File: config.mk
export PLATFORM = sky130hd
export DESIGN_NAME = iopc_io_port_config
export DESIGN_NICKNAME = d
export VERILOG_FILES = /design/src/design/iopc_pkg.sv /design/src/design/iopc_port_if.sv /design/src/design/iopc_addr_capture.sv /design/src/design/iopc_io_port_config.sv /design/src/design/iopc_port.sv
export SDC_FILE = /design/constraint.sdc
export NUM_CORES = 1
export LEC_CHECK = 0
export BUFFER_PORTS_ARGS = -buffer_cell sky130_fd_sc_hd__buf_2
export CORE_MARGIN = 2
export CORE_UTILIZATION = 48
export CTS_CLUSTER_SIZE = 28
export DETAILED_ROUTE_END_ITERATION = 16
export PLACE_DENSITY = 0.8
export RECOVER_POWER = 50
export SYNTH_ARGS = -nofsm -noshare
export SYNTH_HDL_FRONTEND = slang
export SYNTH_HIERARCHICAL = 1
export SYNTH_SLANG_ARGS = --single-unit
File: constraint.sdc
create_clock -name sys_clk -period 1.63 [get_ports sys_clk]
set_input_delay 0.0815 -clock sys_clk [delete_from_list [all_inputs] [get_ports sys_clk]]
set_output_delay 0.0815 -clock sys_clk [all_outputs]
set_load 0.01 [all_outputs]
File: src/design/iopc_pkg.sv
package iopc_pkg;

  localparam int PORTS = 4;
  localparam int PA = 0;
  localparam int PB = 1;
  localparam int PC = 2;
  localparam int PD = 3;

  // Register offsets inside one port block.
  localparam logic [3:0] OFF_DATA_IN = 4'h0;
  localparam logic [3:0] OFF_MODE = 4'h2;
  localparam logic [3:0] OFF_DATA_OUT = 4'h4;
  localparam logic [3:0] OFF_DIR = 4'h6;
  localparam logic [3:0] OFF_DRIVE = 4'h8;
  localparam logic [3:0] OFF_CAPTURE = 4'ha;
  localparam logic [3:0] OFF_OE_READ = 4'hc;

  // Port blocks sit at 0x00, 0x10, 0x20, 0x30 of the I/O register space.
  localparam logic [1:0] PORT_SPACE = 2'h0;
  localparam logic [7:0] MEM_MAP_ADDR = 8'h40;
  localparam int MEM_MAP_PERIPH_BIT = 7;

  localparam logic [7:0] CFG_RESET = 8'h00;
  localparam logic [7:0] READ_NONE = 8'h00;

  // Per-port capability masks, index 3 is port D.
  localparam logic [3:0][7:0] PIN_MASK = {8'h07, 8'hff, 8'hff, 8'hff};
  localparam logic [3:0][7:0] MODE_MASK = {8'h00, 8'h00, 8'hff, 8'hff};
  localparam logic [3:0][7:0] OD_MASK = {8'h00, 8'hff, 8'hf0, 8'hf0};
  localparam logic [3:0][7:0] SLEW_MASK = {8'h07, 8'h00, 8'h0f, 8'h0f};
  localparam logic [3:0][7:0] CAP_MASK = {8'h00, 8'hff, 8'hff, 8'hff};

  // Port C pins taken over while programming is enabled.
  localparam logic [7:0] JTAG_PIN_MASK = 8'hff;

endpackage : iopc_pkg

File: src/design/iopc_port_if.sv
`timescale 1ns/1ps
interface iopc_port_if;
  logic [7:0] dout;
  logic [7:0] dir;
  logic [7:0] drive;
  logic [7:0] mode;
  logic [7:0] pt_oe;
  logic [7:0] lat_addr;
  logic [7:0] pld_sel;
  logic [7:0] pld_out;
  logic [7:0] alt_sel;
  logic [7:0] alt_out;
  logic [7:0] alt_oe;
  logic [7:0] in_only;
  logic [7:0] pin_out;
  logic [7:0] pin_oe;
  logic [7:0] slew_fast;
  modport cfg (
    output dout, dir, drive, mode, pt_oe, lat_addr, pld_sel, pld_out,
    output alt_sel, alt_out, alt_oe, in_only,
    input pin_out, pin_oe, slew_fast
  );
  modport pin (
    input dout, dir, drive, mode, pt_oe, lat_addr, pld_sel, pld_out,
    input alt_sel, alt_out, alt_oe, in_only,
    output pin_out, pin_oe, slew_fast
  );
endinterface : iopc_port_if
File: src/design/iopc_addr_capture.sv
`timescale 1ns/1ps
module iopc_addr_capture #(
  parameter logic [7:0] CAP_MASK = 8'hff
) (
  input wire logic sys_clk,
  input wire logic rst_n,
  input wire logic strobe_rise,
  input wire logic [7:0] pin_in,
  output logic [7:0] captured
);
  logic [7:0] cap_r;
  logic [7:0] cap_nxt;
  assign cap_nxt = strobe_rise ? (pin_in & CAP_MASK) : cap_r;
  always_ff @(posedge sys_clk or negedge rst_n) begin
    if (!rst_n) begin
      cap_r <= 8'h00;
    end else begin
      cap_r <= cap_nxt;
    end
  end
  assign captured = cap_r;
endmodule : iopc_addr_capture

File: src/design/iopc_io_port_config.sv
`timescale 1ns/1ps
// What this block does
// - Mode bit 0 gives MCU I/O, 1 gives latched address out on A, B.
// - Only ports A and B have a mode register; C and D cannot.
// - Direction bit 1 makes an output, 0 an input; inputs by default.
// - Effective output enable is direction bit OR product-term enable.
// - With the product term idle or absent, direction bit alone decides.
// - Port D direction implements only its three low bits.
// - Mode, direction and drive registers clear to 00h at reset.
// - Register bit n governs pin n of the same port.
// - Drive bit 1 on open-drain capable pins selects open drain.
// - Drive bit 1 on slew capable pins selects fast slew.
// - Memory map bit 7 turns port A into a peripheral data buffer.
// - Peripheral buffer floats while neither peripheral select is active.
// - Port A as data bus port disables its general I/O use.
// - Port A, B and C inputs are captured on the address strobe from port D pin 0; port D capture reads 00h.
// - Port C pins are shared with programming when it is enabled.
// - MCU reads and writes all configuration registers by bus cycles.
// - Inputs used in memory select decode are kept as address inputs, except on port A in peripheral or data port use and port C in programming.
// - Enable readback shows 1 for driving pins, 0 for floating pins.
// - Data out drives enabled pins and stays readable.
// - A, B drive bits 7..4 open drain, 3..0 slew; C all open drain.
module iopc_io_port_config (
  input wire logic sys_clk,
  input wire logic rst_n,
  input wire logic bus_cs,
  input wire logic bus_rd,
  input wire logic bus_wr,
  input wire logic [7:0] bus_addr,
  input wire logic [7:0] bus_wdata,
  output logic [7:0] bus_rdata,
  output logic bus_rd_ack,
  input wire logic [7:0] mcu_data_to_port,
  input wire logic mcu_write_cycle,
  input wire logic mcu_data_drive,
  input wire logic data_port_mode,
  output logic [7:0] port_a_to_mcu,
  input wire logic periph_select_a,
  input wire logic periph_select_b,
  input wire logic jtag_enable,
  input wire logic [7:0] jtag_out,
  input wire logic [7:0] jtag_oe,
  input wire logic [7:0] lat_addr_a,
  input wire logic [7:0] lat_addr_b,
  input wire logic [7:0] pa_in,
  output logic [7:0] pa_out,
  output logic [7:0] pa_oe,
  output logic [7:0] pa_slew_fast,
  input wire logic [7:0] pa_pt_oe,
  input wire logic [7:0] pa_pld_sel,
  input wire logic [7:0] pa_pld_out,
  input wire logic [7:0] pa_addr_in,
  input wire logic [7:0] pb_in,
  output logic [7:0] pb_out,
  output logic [7:0] pb_oe,
  output logic [7:0] pb_slew_fast,
  input wire logic [7:0] pb_pt_oe,
  input wire logic [7:0] pb_pld_sel,
  input wire logic [7:0] pb_pld_out,
  input wire logic [7:0] pb_addr_in,
  input wire logic [7:0] pc_in,
  output logic [7:0] pc_out,
  output logic [7:0] pc_oe,
  input wire logic [7:0] pc_pt_oe,
  input wire logic [7:0] pc_pld_sel,
  input wire logic [7:0] pc_pld_out,
  input wire logic [7:0] pc_addr_in,
  input wire logic [2:0] pd_in,
  output logic [2:0] pd_out,
  output logic [2:0] pd_oe,
  output logic [2:0] pd_slew_fast,
  input wire logic [2:0] pd_pt_oe,
  input wire logic [2:0] pd_pld_sel,
  input wire logic [2:0] pd_pld_out,
  input wire logic [2:0] pd_addr_in,
  output logic [7:0] capture_a,
  output logic [7:0] capture_b,
  output logic [7:0] capture_c
);

  iopc_port_if pif [iopc_pkg::PORTS] ();

  logic [7:0] dout_r [iopc_pkg::PORTS];
  logic [7:0] dir_r [iopc_pkg::PORTS];
  logic [7:0] drive_r [iopc_pkg::PORTS];
  logic [7:0] mode_r [iopc_pkg::PORTS];
  logic [7:0] pin_out_r [iopc_pkg::PORTS];
  logic [7:0] pin_oe_r [iopc_pkg::PORTS];
  logic [7:0] slew_r [iopc_pkg::PORTS];
  logic [7:0] mem_map_r;
  logic [7:0] mem_map_nxt;
  logic [7:0] rdata_r;
  logic [7:0] rdata_nxt;
  logic rd_ack_r;
  logic [7:0] to_mcu_r;
  logic [7:0] to_mcu_nxt;
  logic strobe_d_r;

  wire logic [7:0] pin_in [iopc_pkg::PORTS];
  wire logic [7:0] pt_oe [iopc_pkg::PORTS];
  wire logic [7:0] pld_sel [iopc_pkg::PORTS];
  wire logic [7:0] pld_out [iopc_pkg::PORTS];
  wire logic [7:0] addr_in [iopc_pkg::PORTS];
  wire logic [7:0] lat_addr [iopc_pkg::PORTS];
  wire logic [7:0] alt_sel [iopc_pkg::PORTS];
  wire logic [7:0] alt_out [iopc_pkg::PORTS];
  wire logic [7:0] alt_oe [iopc_pkg::PORTS];
  wire logic [7:0] captured [iopc_pkg::PORTS];
  wire logic [7:0] port_rdata [iopc_pkg::PORTS];

  wire logic [1:0] sel_port;
  wire logic [3:0] sel_reg;
  wire logic in_port_space;
  wire logic wr_cycle;
  wire logic rd_cycle;
  wire logic mem_map_hit;
  wire logic periph_on;
  wire logic periph_active;
  wire logic porta_taken;
  wire logic [7:0] jtag_sel;
  wire logic strobe_rise;
  wire logic port_d_pin_zero;

  assign pin_in[iopc_pkg::PA] = pa_in;
  assign pin_in[iopc_pkg::PB] = pb_in;
  assign pin_in[iopc_pkg::PC] = pc_in;
  assign pin_in[iopc_pkg::PD] = {5'h00, pd_in};
  assign pt_oe[iopc_pkg::PA] = pa_pt_oe;
  assign pt_oe[iopc_pkg::PB] = pb_pt_oe;
  assign pt_oe[iopc_pkg::PC] = pc_pt_oe;
  assign pt_oe[iopc_pkg::PD] = {5'h00, pd_pt_oe};
  assign pld_sel[iopc_pkg::PA] = pa_pld_sel;
  assign pld_sel[iopc_pkg::PB] = pb_pld_sel;
  assign pld_sel[iopc_pkg::PC] = pc_pld_sel;
  assign pld_sel[iopc_pkg::PD] = {5'h00, pd_pld_sel};
  assign pld_out[iopc_pkg::PA] = pa_pld_out;
  assign pld_out[iopc_pkg::PB] = pb_pld_out;
  assign pld_out[iopc_pkg::PC] = pc_pld_out;
  assign pld_out[iopc_pkg::PD] = {5'h00, pd_pld_out};
  assign addr_in[iopc_pkg::PA] = pa_addr_in;
  assign addr_in[iopc_pkg::PB] = pb_addr_in;
  assign addr_in[iopc_pkg::PC] = pc_addr_in;
  assign addr_in[iopc_pkg::PD] = {5'h00, pd_addr_in};
  assign lat_addr[iopc_pkg::PA] = lat_addr_a;
  assign lat_addr[iopc_pkg::PB] = lat_addr_b;
  assign lat_addr[iopc_pkg::PC] = 8'h00;
  assign lat_addr[iopc_pkg::PD] = 8'h00;

  assign sel_port = bus_addr[5:4];
  assign sel_reg = bus_addr[3:0];
  assign in_port_space = bus_addr[7:6] == iopc_pkg::PORT_SPACE;
  assign mem_map_hit = bus_addr == iopc_pkg::MEM_MAP_ADDR;
  assign wr_cycle = bus_cs & bus_wr;
  assign rd_cycle = bus_cs & bus_rd;

  assign periph_on = mem_map_r[iopc_pkg::MEM_MAP_PERIPH_BIT];
  assign periph_active = periph_select_a | periph_select_b;
  assign porta_taken = periph_on | data_port_mode;
  assign jtag_sel = jtag_enable ? iopc_pkg::JTAG_PIN_MASK : 8'h00;

  assign alt_sel[iopc_pkg::PA] = porta_taken ? 8'hff : 8'h00;
  assign alt_out[iopc_pkg::PA] = mcu_data_to_port;
  assign alt_oe[iopc_pkg::PA] =
    (periph_on ? (periph_active & mcu_write_cycle) : mcu_data_drive) ?
    8'hff : 8'h00;
  assign alt_sel[iopc_pkg::PB] = 8'h00;
  assign alt_out[iopc_pkg::PB] = 8'h00;
  assign alt_oe[iopc_pkg::PB] = 8'h00;
  assign alt_sel[iopc_pkg::PC] = jtag_sel;
  assign alt_out[iopc_pkg::PC] = jtag_out;
  assign alt_oe[iopc_pkg::PC] = jtag_oe;
  assign alt_sel[iopc_pkg::PD] = 8'h00;
  assign alt_out[iopc_pkg::PD] = 8'h00;
  assign alt_oe[iopc_pkg::PD] = 8'h00;

  assign port_d_pin_zero = pd_in[0];
  assign strobe_rise = port_d_pin_zero & ~strobe_d_r;

  genvar p;
  generate
    for (p = 0; p < iopc_pkg::PORTS; p++) begin : g_port
      wire logic port_hit;
      wire logic wr_hit;
      wire logic wr_dir;
      wire logic wr_drive;
      wire logic wr_mode;
      wire logic wr_dout;
      assign port_hit = in_port_space & (sel_port == 2'(p));
      assign wr_hit = wr_cycle & port_hit;
      assign wr_dir = wr_hit & (sel_reg == iopc_pkg::OFF_DIR);
      assign wr_drive = wr_hit & (sel_reg == iopc_pkg::OFF_DRIVE);
      assign wr_mode = wr_hit & (sel_reg == iopc_pkg::OFF_MODE);
      assign wr_dout = wr_hit & (sel_reg == iopc_pkg::OFF_DATA_OUT);

      always_ff @(posedge sys_clk or negedge rst_n) begin
        if (!rst_n) begin
          dir_r[p] <= iopc_pkg::CFG_RESET;
        end else if (wr_dir) begin
          dir_r[p] <= bus_wdata & iopc_pkg::PIN_MASK[p];
        end
      end

      always_ff @(posedge sys_clk or negedge rst_n) begin
        if (!rst_n) begin
          drive_r[p] <= iopc_pkg::CFG_RESET;
        end else if (wr_drive) begin
          drive_r[p] <= bus_wdata & iopc_pkg::PIN_MASK[p];
        end
      end

      // mode only on A and B
      always_ff @(posedge sys_clk or negedge rst_n) begin
        if (!rst_n) begin
          mode_r[p] <= iopc_pkg::CFG_RESET;
        end else if (wr_mode) begin
          mode_r[p] <= bus_wdata & iopc_pkg::MODE_MASK[p];
        end
      end

      always_ff @(posedge sys_clk or negedge rst_n) begin
        if (!rst_n) begin
          dout_r[p] <= iopc_pkg::CFG_RESET;
        end else if (wr_dout) begin
          dout_r[p] <= bus_wdata & iopc_pkg::PIN_MASK[p];
        end
      end

      assign pif[p].dout = dout_r[p];
      assign pif[p].dir = dir_r[p];
      assign pif[p].drive = drive_r[p];
      assign pif[p].mode = mode_r[p];
      assign pif[p].pt_oe = pt_oe[p];
      assign pif[p].lat_addr = lat_addr[p];
      assign pif[p].pld_sel = pld_sel[p];
      assign pif[p].pld_out = pld_out[p];
      assign pif[p].alt_sel = alt_sel[p];
      assign pif[p].alt_out = alt_out[p];
      assign pif[p].alt_oe = alt_oe[p];
      assign pif[p].in_only = addr_in[p] & ~alt_sel[p];

      iopc_port #(
        .PIN_MASK(iopc_pkg::PIN_MASK[p]),
        .MODE_MASK(iopc_pkg::MODE_MASK[p]),
        .OD_MASK(iopc_pkg::OD_MASK[p]),
        .SLEW_MASK(iopc_pkg::SLEW_MASK[p])
      ) u_port (
        .pif(pif[p])
      );

      iopc_addr_capture #(
        .CAP_MASK(iopc_pkg::CAP_MASK[p])
      ) u_cap (
        .sys_clk(sys_clk),
        .rst_n(rst_n),
        .strobe_rise(strobe_rise),
        .pin_in(pin_in[p]),
        .captured(captured[p])
      );

      always_ff @(posedge sys_clk or negedge rst_n) begin
        if (!rst_n) begin
          pin_out_r[p] <= 8'h00;
          pin_oe_r[p] <= 8'h00;
          slew_r[p] <= 8'h00;
        end else begin
          pin_out_r[p] <= pif[p].pin_out;
          pin_oe_r[p] <= pif[p].pin_oe;
          slew_r[p] <= pif[p].slew_fast;
        end
      end

      assign port_rdata[p] =
        (sel_reg == iopc_pkg::OFF_DATA_IN) ?
          (pin_in[p] & iopc_pkg::PIN_MASK[p]) :
        (sel_reg == iopc_pkg::OFF_MODE) ? mode_r[p] :
        (sel_reg == iopc_pkg::OFF_DATA_OUT) ? dout_r[p] :
        (sel_reg == iopc_pkg::OFF_DIR) ? dir_r[p] :
        (sel_reg == iopc_pkg::OFF_DRIVE) ? drive_r[p] :
        (sel_reg == iopc_pkg::OFF_CAPTURE) ? captured[p] :
        (sel_reg == iopc_pkg::OFF_OE_READ) ? pin_oe_r[p] :
        iopc_pkg::READ_NONE;
    end
  endgenerate

  assign rdata_nxt = !rd_cycle ? rdata_r :
                     in_port_space ? port_rdata[sel_port] :
                     mem_map_hit ? mem_map_r : iopc_pkg::READ_NONE;
  assign mem_map_nxt = (wr_cycle && mem_map_hit) ? bus_wdata : mem_map_r;
  assign to_mcu_nxt = (porta_taken && !mcu_write_cycle) ? pa_in : to_mcu_r;

  always_ff @(posedge sys_clk or negedge rst_n) begin
    if (!rst_n) begin
      mem_map_r <= iopc_pkg::CFG_RESET;
      rdata_r <= iopc_pkg::READ_NONE;
      rd_ack_r <= 1'b0;
      to_mcu_r <= 8'h00;
      // A strobe pin already high at reset is not taken as an edge.
      strobe_d_r <= 1'b1;
    end else begin
      mem_map_r <= mem_map_nxt;
      rdata_r <= rdata_nxt;
      rd_ack_r <= rd_cycle;
      to_mcu_r <= to_mcu_nxt;
      strobe_d_r <= port_d_pin_zero;
    end
  end

  assign bus_rdata = rdata_r;
  assign bus_rd_ack = rd_ack_r;
  assign port_a_to_mcu = to_mcu_r;
  assign capture_a = captured[iopc_pkg::PA];
  assign capture_b = captured[iopc_pkg::PB];
  assign capture_c = captured[iopc_pkg::PC];

  assign pa_out = pin_out_r[iopc_pkg::PA];
  assign pa_oe = pin_oe_r[iopc_pkg::PA];
  assign pa_slew_fast = slew_r[iopc_pkg::PA];
  assign pb_out = pin_out_r[iopc_pkg::PB];
  assign pb_oe = pin_oe_r[iopc_pkg::PB];
  assign pb_slew_fast = slew_r[iopc_pkg::PB];
  assign pc_out = pin_out_r[iopc_pkg::PC];
  assign pc_oe = pin_oe_r[iopc_pkg::PC];
  assign pd_out = pin_out_r[iopc_pkg::PD][2:0];
  assign pd_oe = pin_oe_r[iopc_pkg::PD][2:0];
  assign pd_slew_fast = slew_r[iopc_pkg::PD][2:0];

endmodule : iopc_io_port_config

File: src/design/iopc_port.sv
`timescale 1ns/1ps
module iopc_port #(
  parameter logic [7:0] PIN_MASK = 8'hff,
  parameter logic [7:0] MODE_MASK = 8'h00,
  parameter logic [7:0] OD_MASK = 8'h00,
  parameter logic [7:0] SLEW_MASK = 8'h00
) (
  iopc_port_if.pin pif
);
  genvar b;
  generate
    for (b = 0; b < 8; b++) begin : g_bit
      wire logic addr_mode;
      wire logic src;
      wire logic oe_req;
      wire logic open_drain;
      assign addr_mode = pif.mode[b] & MODE_MASK[b];
      assign src = pif.alt_sel[b] ? pif.alt_out[b] :
                   addr_mode ? pif.lat_addr[b] :
                   pif.pld_sel[b] ? pif.pld_out[b] : pif.dout[b];
      assign oe_req = ~pif.in_only[b] &
                      (pif.alt_sel[b] ? pif.alt_oe[b] :
                       (pif.dir[b] | pif.pt_oe[b]));
      assign open_drain = pif.drive[b] & OD_MASK[b];
      assign pif.pin_oe[b] = PIN_MASK[b] & oe_req & ~(open_drain & src);
      assign pif.pin_out[b] = PIN_MASK[b] & src & ~open_drain;
      assign pif.slew_fast[b] = PIN_MASK[b] & pif.drive[b] & SLEW_MASK[b];
    end
  endgenerate
endmodule : iopc_port

==> metrics.txt <==
met1 Use GR 39.2%; first-pass GRT wire length 62.4 mm; Worst-Skew Late Latency 0.52 ns; clock root buffer clkbuf_16; DP Area 14300 um2; Die W 160 um; vias in the first global route 11065; detailed-route wire length 40.8 mm; RSZ-0062 raised after global routing true; CP max stage delay 0.38 ns; nets 1790; routed vias 10551; placed cells 1753; Final Slew Violations 0; initial DRC count 855; failing checks hold timing, setup timing; die area 25700 um2; PD cells 867 nW/um2; DR vias/cell 5.46; clock skew 0.0121 ns; cell chain of the critical path mux2_4 -> a221oi_4 -> nor3_2 -> a311oi_1 -> o211a_1 -> o22ai_1; CTS tree yes; Pleak 8.14 nW; cells after synthesis 1033; Max Fclk 607 MHz; Crit-path slowest cell dfrtp_1; Post-Syn Area 11700 um2; clock-pin slew on the worst setup and hold paths 0.06 ns; CP Data Arrival Time 2.04 ns; antenna viol nets, final 0; YS warnings 6; Num CTS Buffers 25; Max FO, Critical Path 2; GR Util All Layers 31.4%; Area Overhead vs Synth 40.1%; I/O pin count 316; HPWL after DPL 29.1 mm; Final setup viols 1; max-cap check violation count 0; H-tree depth 1; endpoints failing hold 1; DRC 0; pin count of the biggest net entering global routing 55; initial core utilization 48.5%; fill count 1762; relative slew slack 6.55%; crit-path leading delay family compound AO/OA/AOI/OAI gates; Final period util 101%; GRT Residual Overflow 0; Port Buffer Count 315; Buf/Inv on CP 0; grt peak-use layer met2; Setup WS post-layout -0.0162 ns; Placer Congestion 0.960; Max rail drop VDD 0.561 mV; CP endpoint kind flop; initial antenna violation count 3; Final Critical Period 1.65 ns; post-layout instance area 16400 um2; Pre-antenna DRT Iters 5; Worst EP required 2.02 ns; CTS Sinks 225; # rows 57; outcome finished with violations; clock tree buffer depth 3; share of layout cells above drive strength 1 40.2%; Hold Crit Class in2reg; Core Footprint 24200 um2; Finished Layout Cells 1931; Mean Syn Cell Area 11.4 um2; met3 Track Usage GR 5.32%; DR WL/cell 21.1 um; chip height 160 um; Worst Setup Start Kind flop; met2 GRT Util 54.9%; Least-Margin Pin Slew 1.40 ns; hold_ws -0.0256 ns; Crit Path Class reg2reg; worst slack, placed -0.297 ns
-- layout by cell type, fill, tap and decap left out, drive strengths merged, types with 4 or more instances in the layout --
master,count
and2,8
a211oi,5
clkinv,9
dfrtp,224
mux4,4
nor4,5
clkbuf,67
o22ai,11
a221oi,8
o311ai,8
inv,21
nand2,58
nand2b,16
and3b,8
buf,410
a32oi,4
o221ai,4
o21ai,50
a22oi,6
o211ai,12
dlygate4sd3,127
a21oi,35
a2111oi,10
mux2,153
nand3b,12
nor2b,56
mux2i,40
nor3,48
a211o,16
a31oi,10
nand3,10
conb,87
nor2,24
-- final timing paths --
check | from | endpoint | slack, ns | cells after the start
max in group asynchronous | rst_n | strobe_d_r | 0.20 | 3
worst min register to register | pif[1].drive[2] | pb_slew_fast[2] | 0.40 | 0
worst max-delay path | pif[0].drive[2] | bus_rdata[2] | -0.02 | 6
min in group asynchronous | rst_n | pif[0].dout[0] | 0.45 | 2
worst max register to register | pif[0].drive[2] | bus_rdata[2] | -0.02 | 6
worst min-delay path | pc_addr_in[7] | pc_oe[7] | -0.03 | 4
-- power by group --
part           switching [mW]  leakage, nW  internal, mW
clock network            2.31        0.402          3.24
registers               0.278         2.92          5.92
logic                    1.24         4.82          1.27
-- routing by layer --
metal,wire length [um],share of wire [%]
met5,11,0.027
met4,1630,4.0
met3,3050,7.5
met2,20100,49
met1,16000,39
-- worst reg2reg max path: stages, from the launching register on --
cell	delay [ns]
dfrtp_1	0.38
mux2_4	0.29
a221oi_4	0.27
nor3_2	0.08
a311oi_1	0.26
o211a_1	0.18
o22ai_1	0.07
-- flip-flops by register name, summed over array words and instances, names as in the netlist, 16 cells and up --
signal / count
pif.dir: 27
pif.dout: 27
pif.drive: 27
g_port.u_cap/captured: 24
pif.mode: 16
-- stage by stage --
stage	setup TNS, ns	util [%]	power (mW)	hold WS, ns
after floorplan	-0.0638	-	7.42	-0.214
after global placement	-4.69	59.3	8.44	0.0540
after detailed placement	-5.13	59.3	8.49	0.0539
after CTS	-0.0168	67.9	14.3	0.00121
after global routing	-1.38	68.0	14.8	0.0138
final	-0.0162	68.0	14.3	-0.0256
-- final cells by class --
cell class              instances  area, um2  area share (%)
inverters                      23       90.1           0.548
multi-input cells             744       5600            34.1
clock inverters                 9       77.6           0.472
flip-flops and latches        225       5630            34.3
diodes                          2       5.00          0.0304
clock buffers                  35        723            4.40
well taps                     324        405            2.46
repair buffers                569       3910            23.8
-- repair_timing --
| item | in CTS | in global routing |
|---|---|---|
| gates resized for setup | 3 | 11 |
| endpoints found under the hold margin | 310 | 6 |
| gates cloned | 0 | 0 |
| setup endpoints to repair | 3 | 21 |
| hold buffers | 126 | 8 |
| setup buffers | 0 | 5 |
| pin swaps | 1 | 15 |
(Power assumes the default switching activity.)
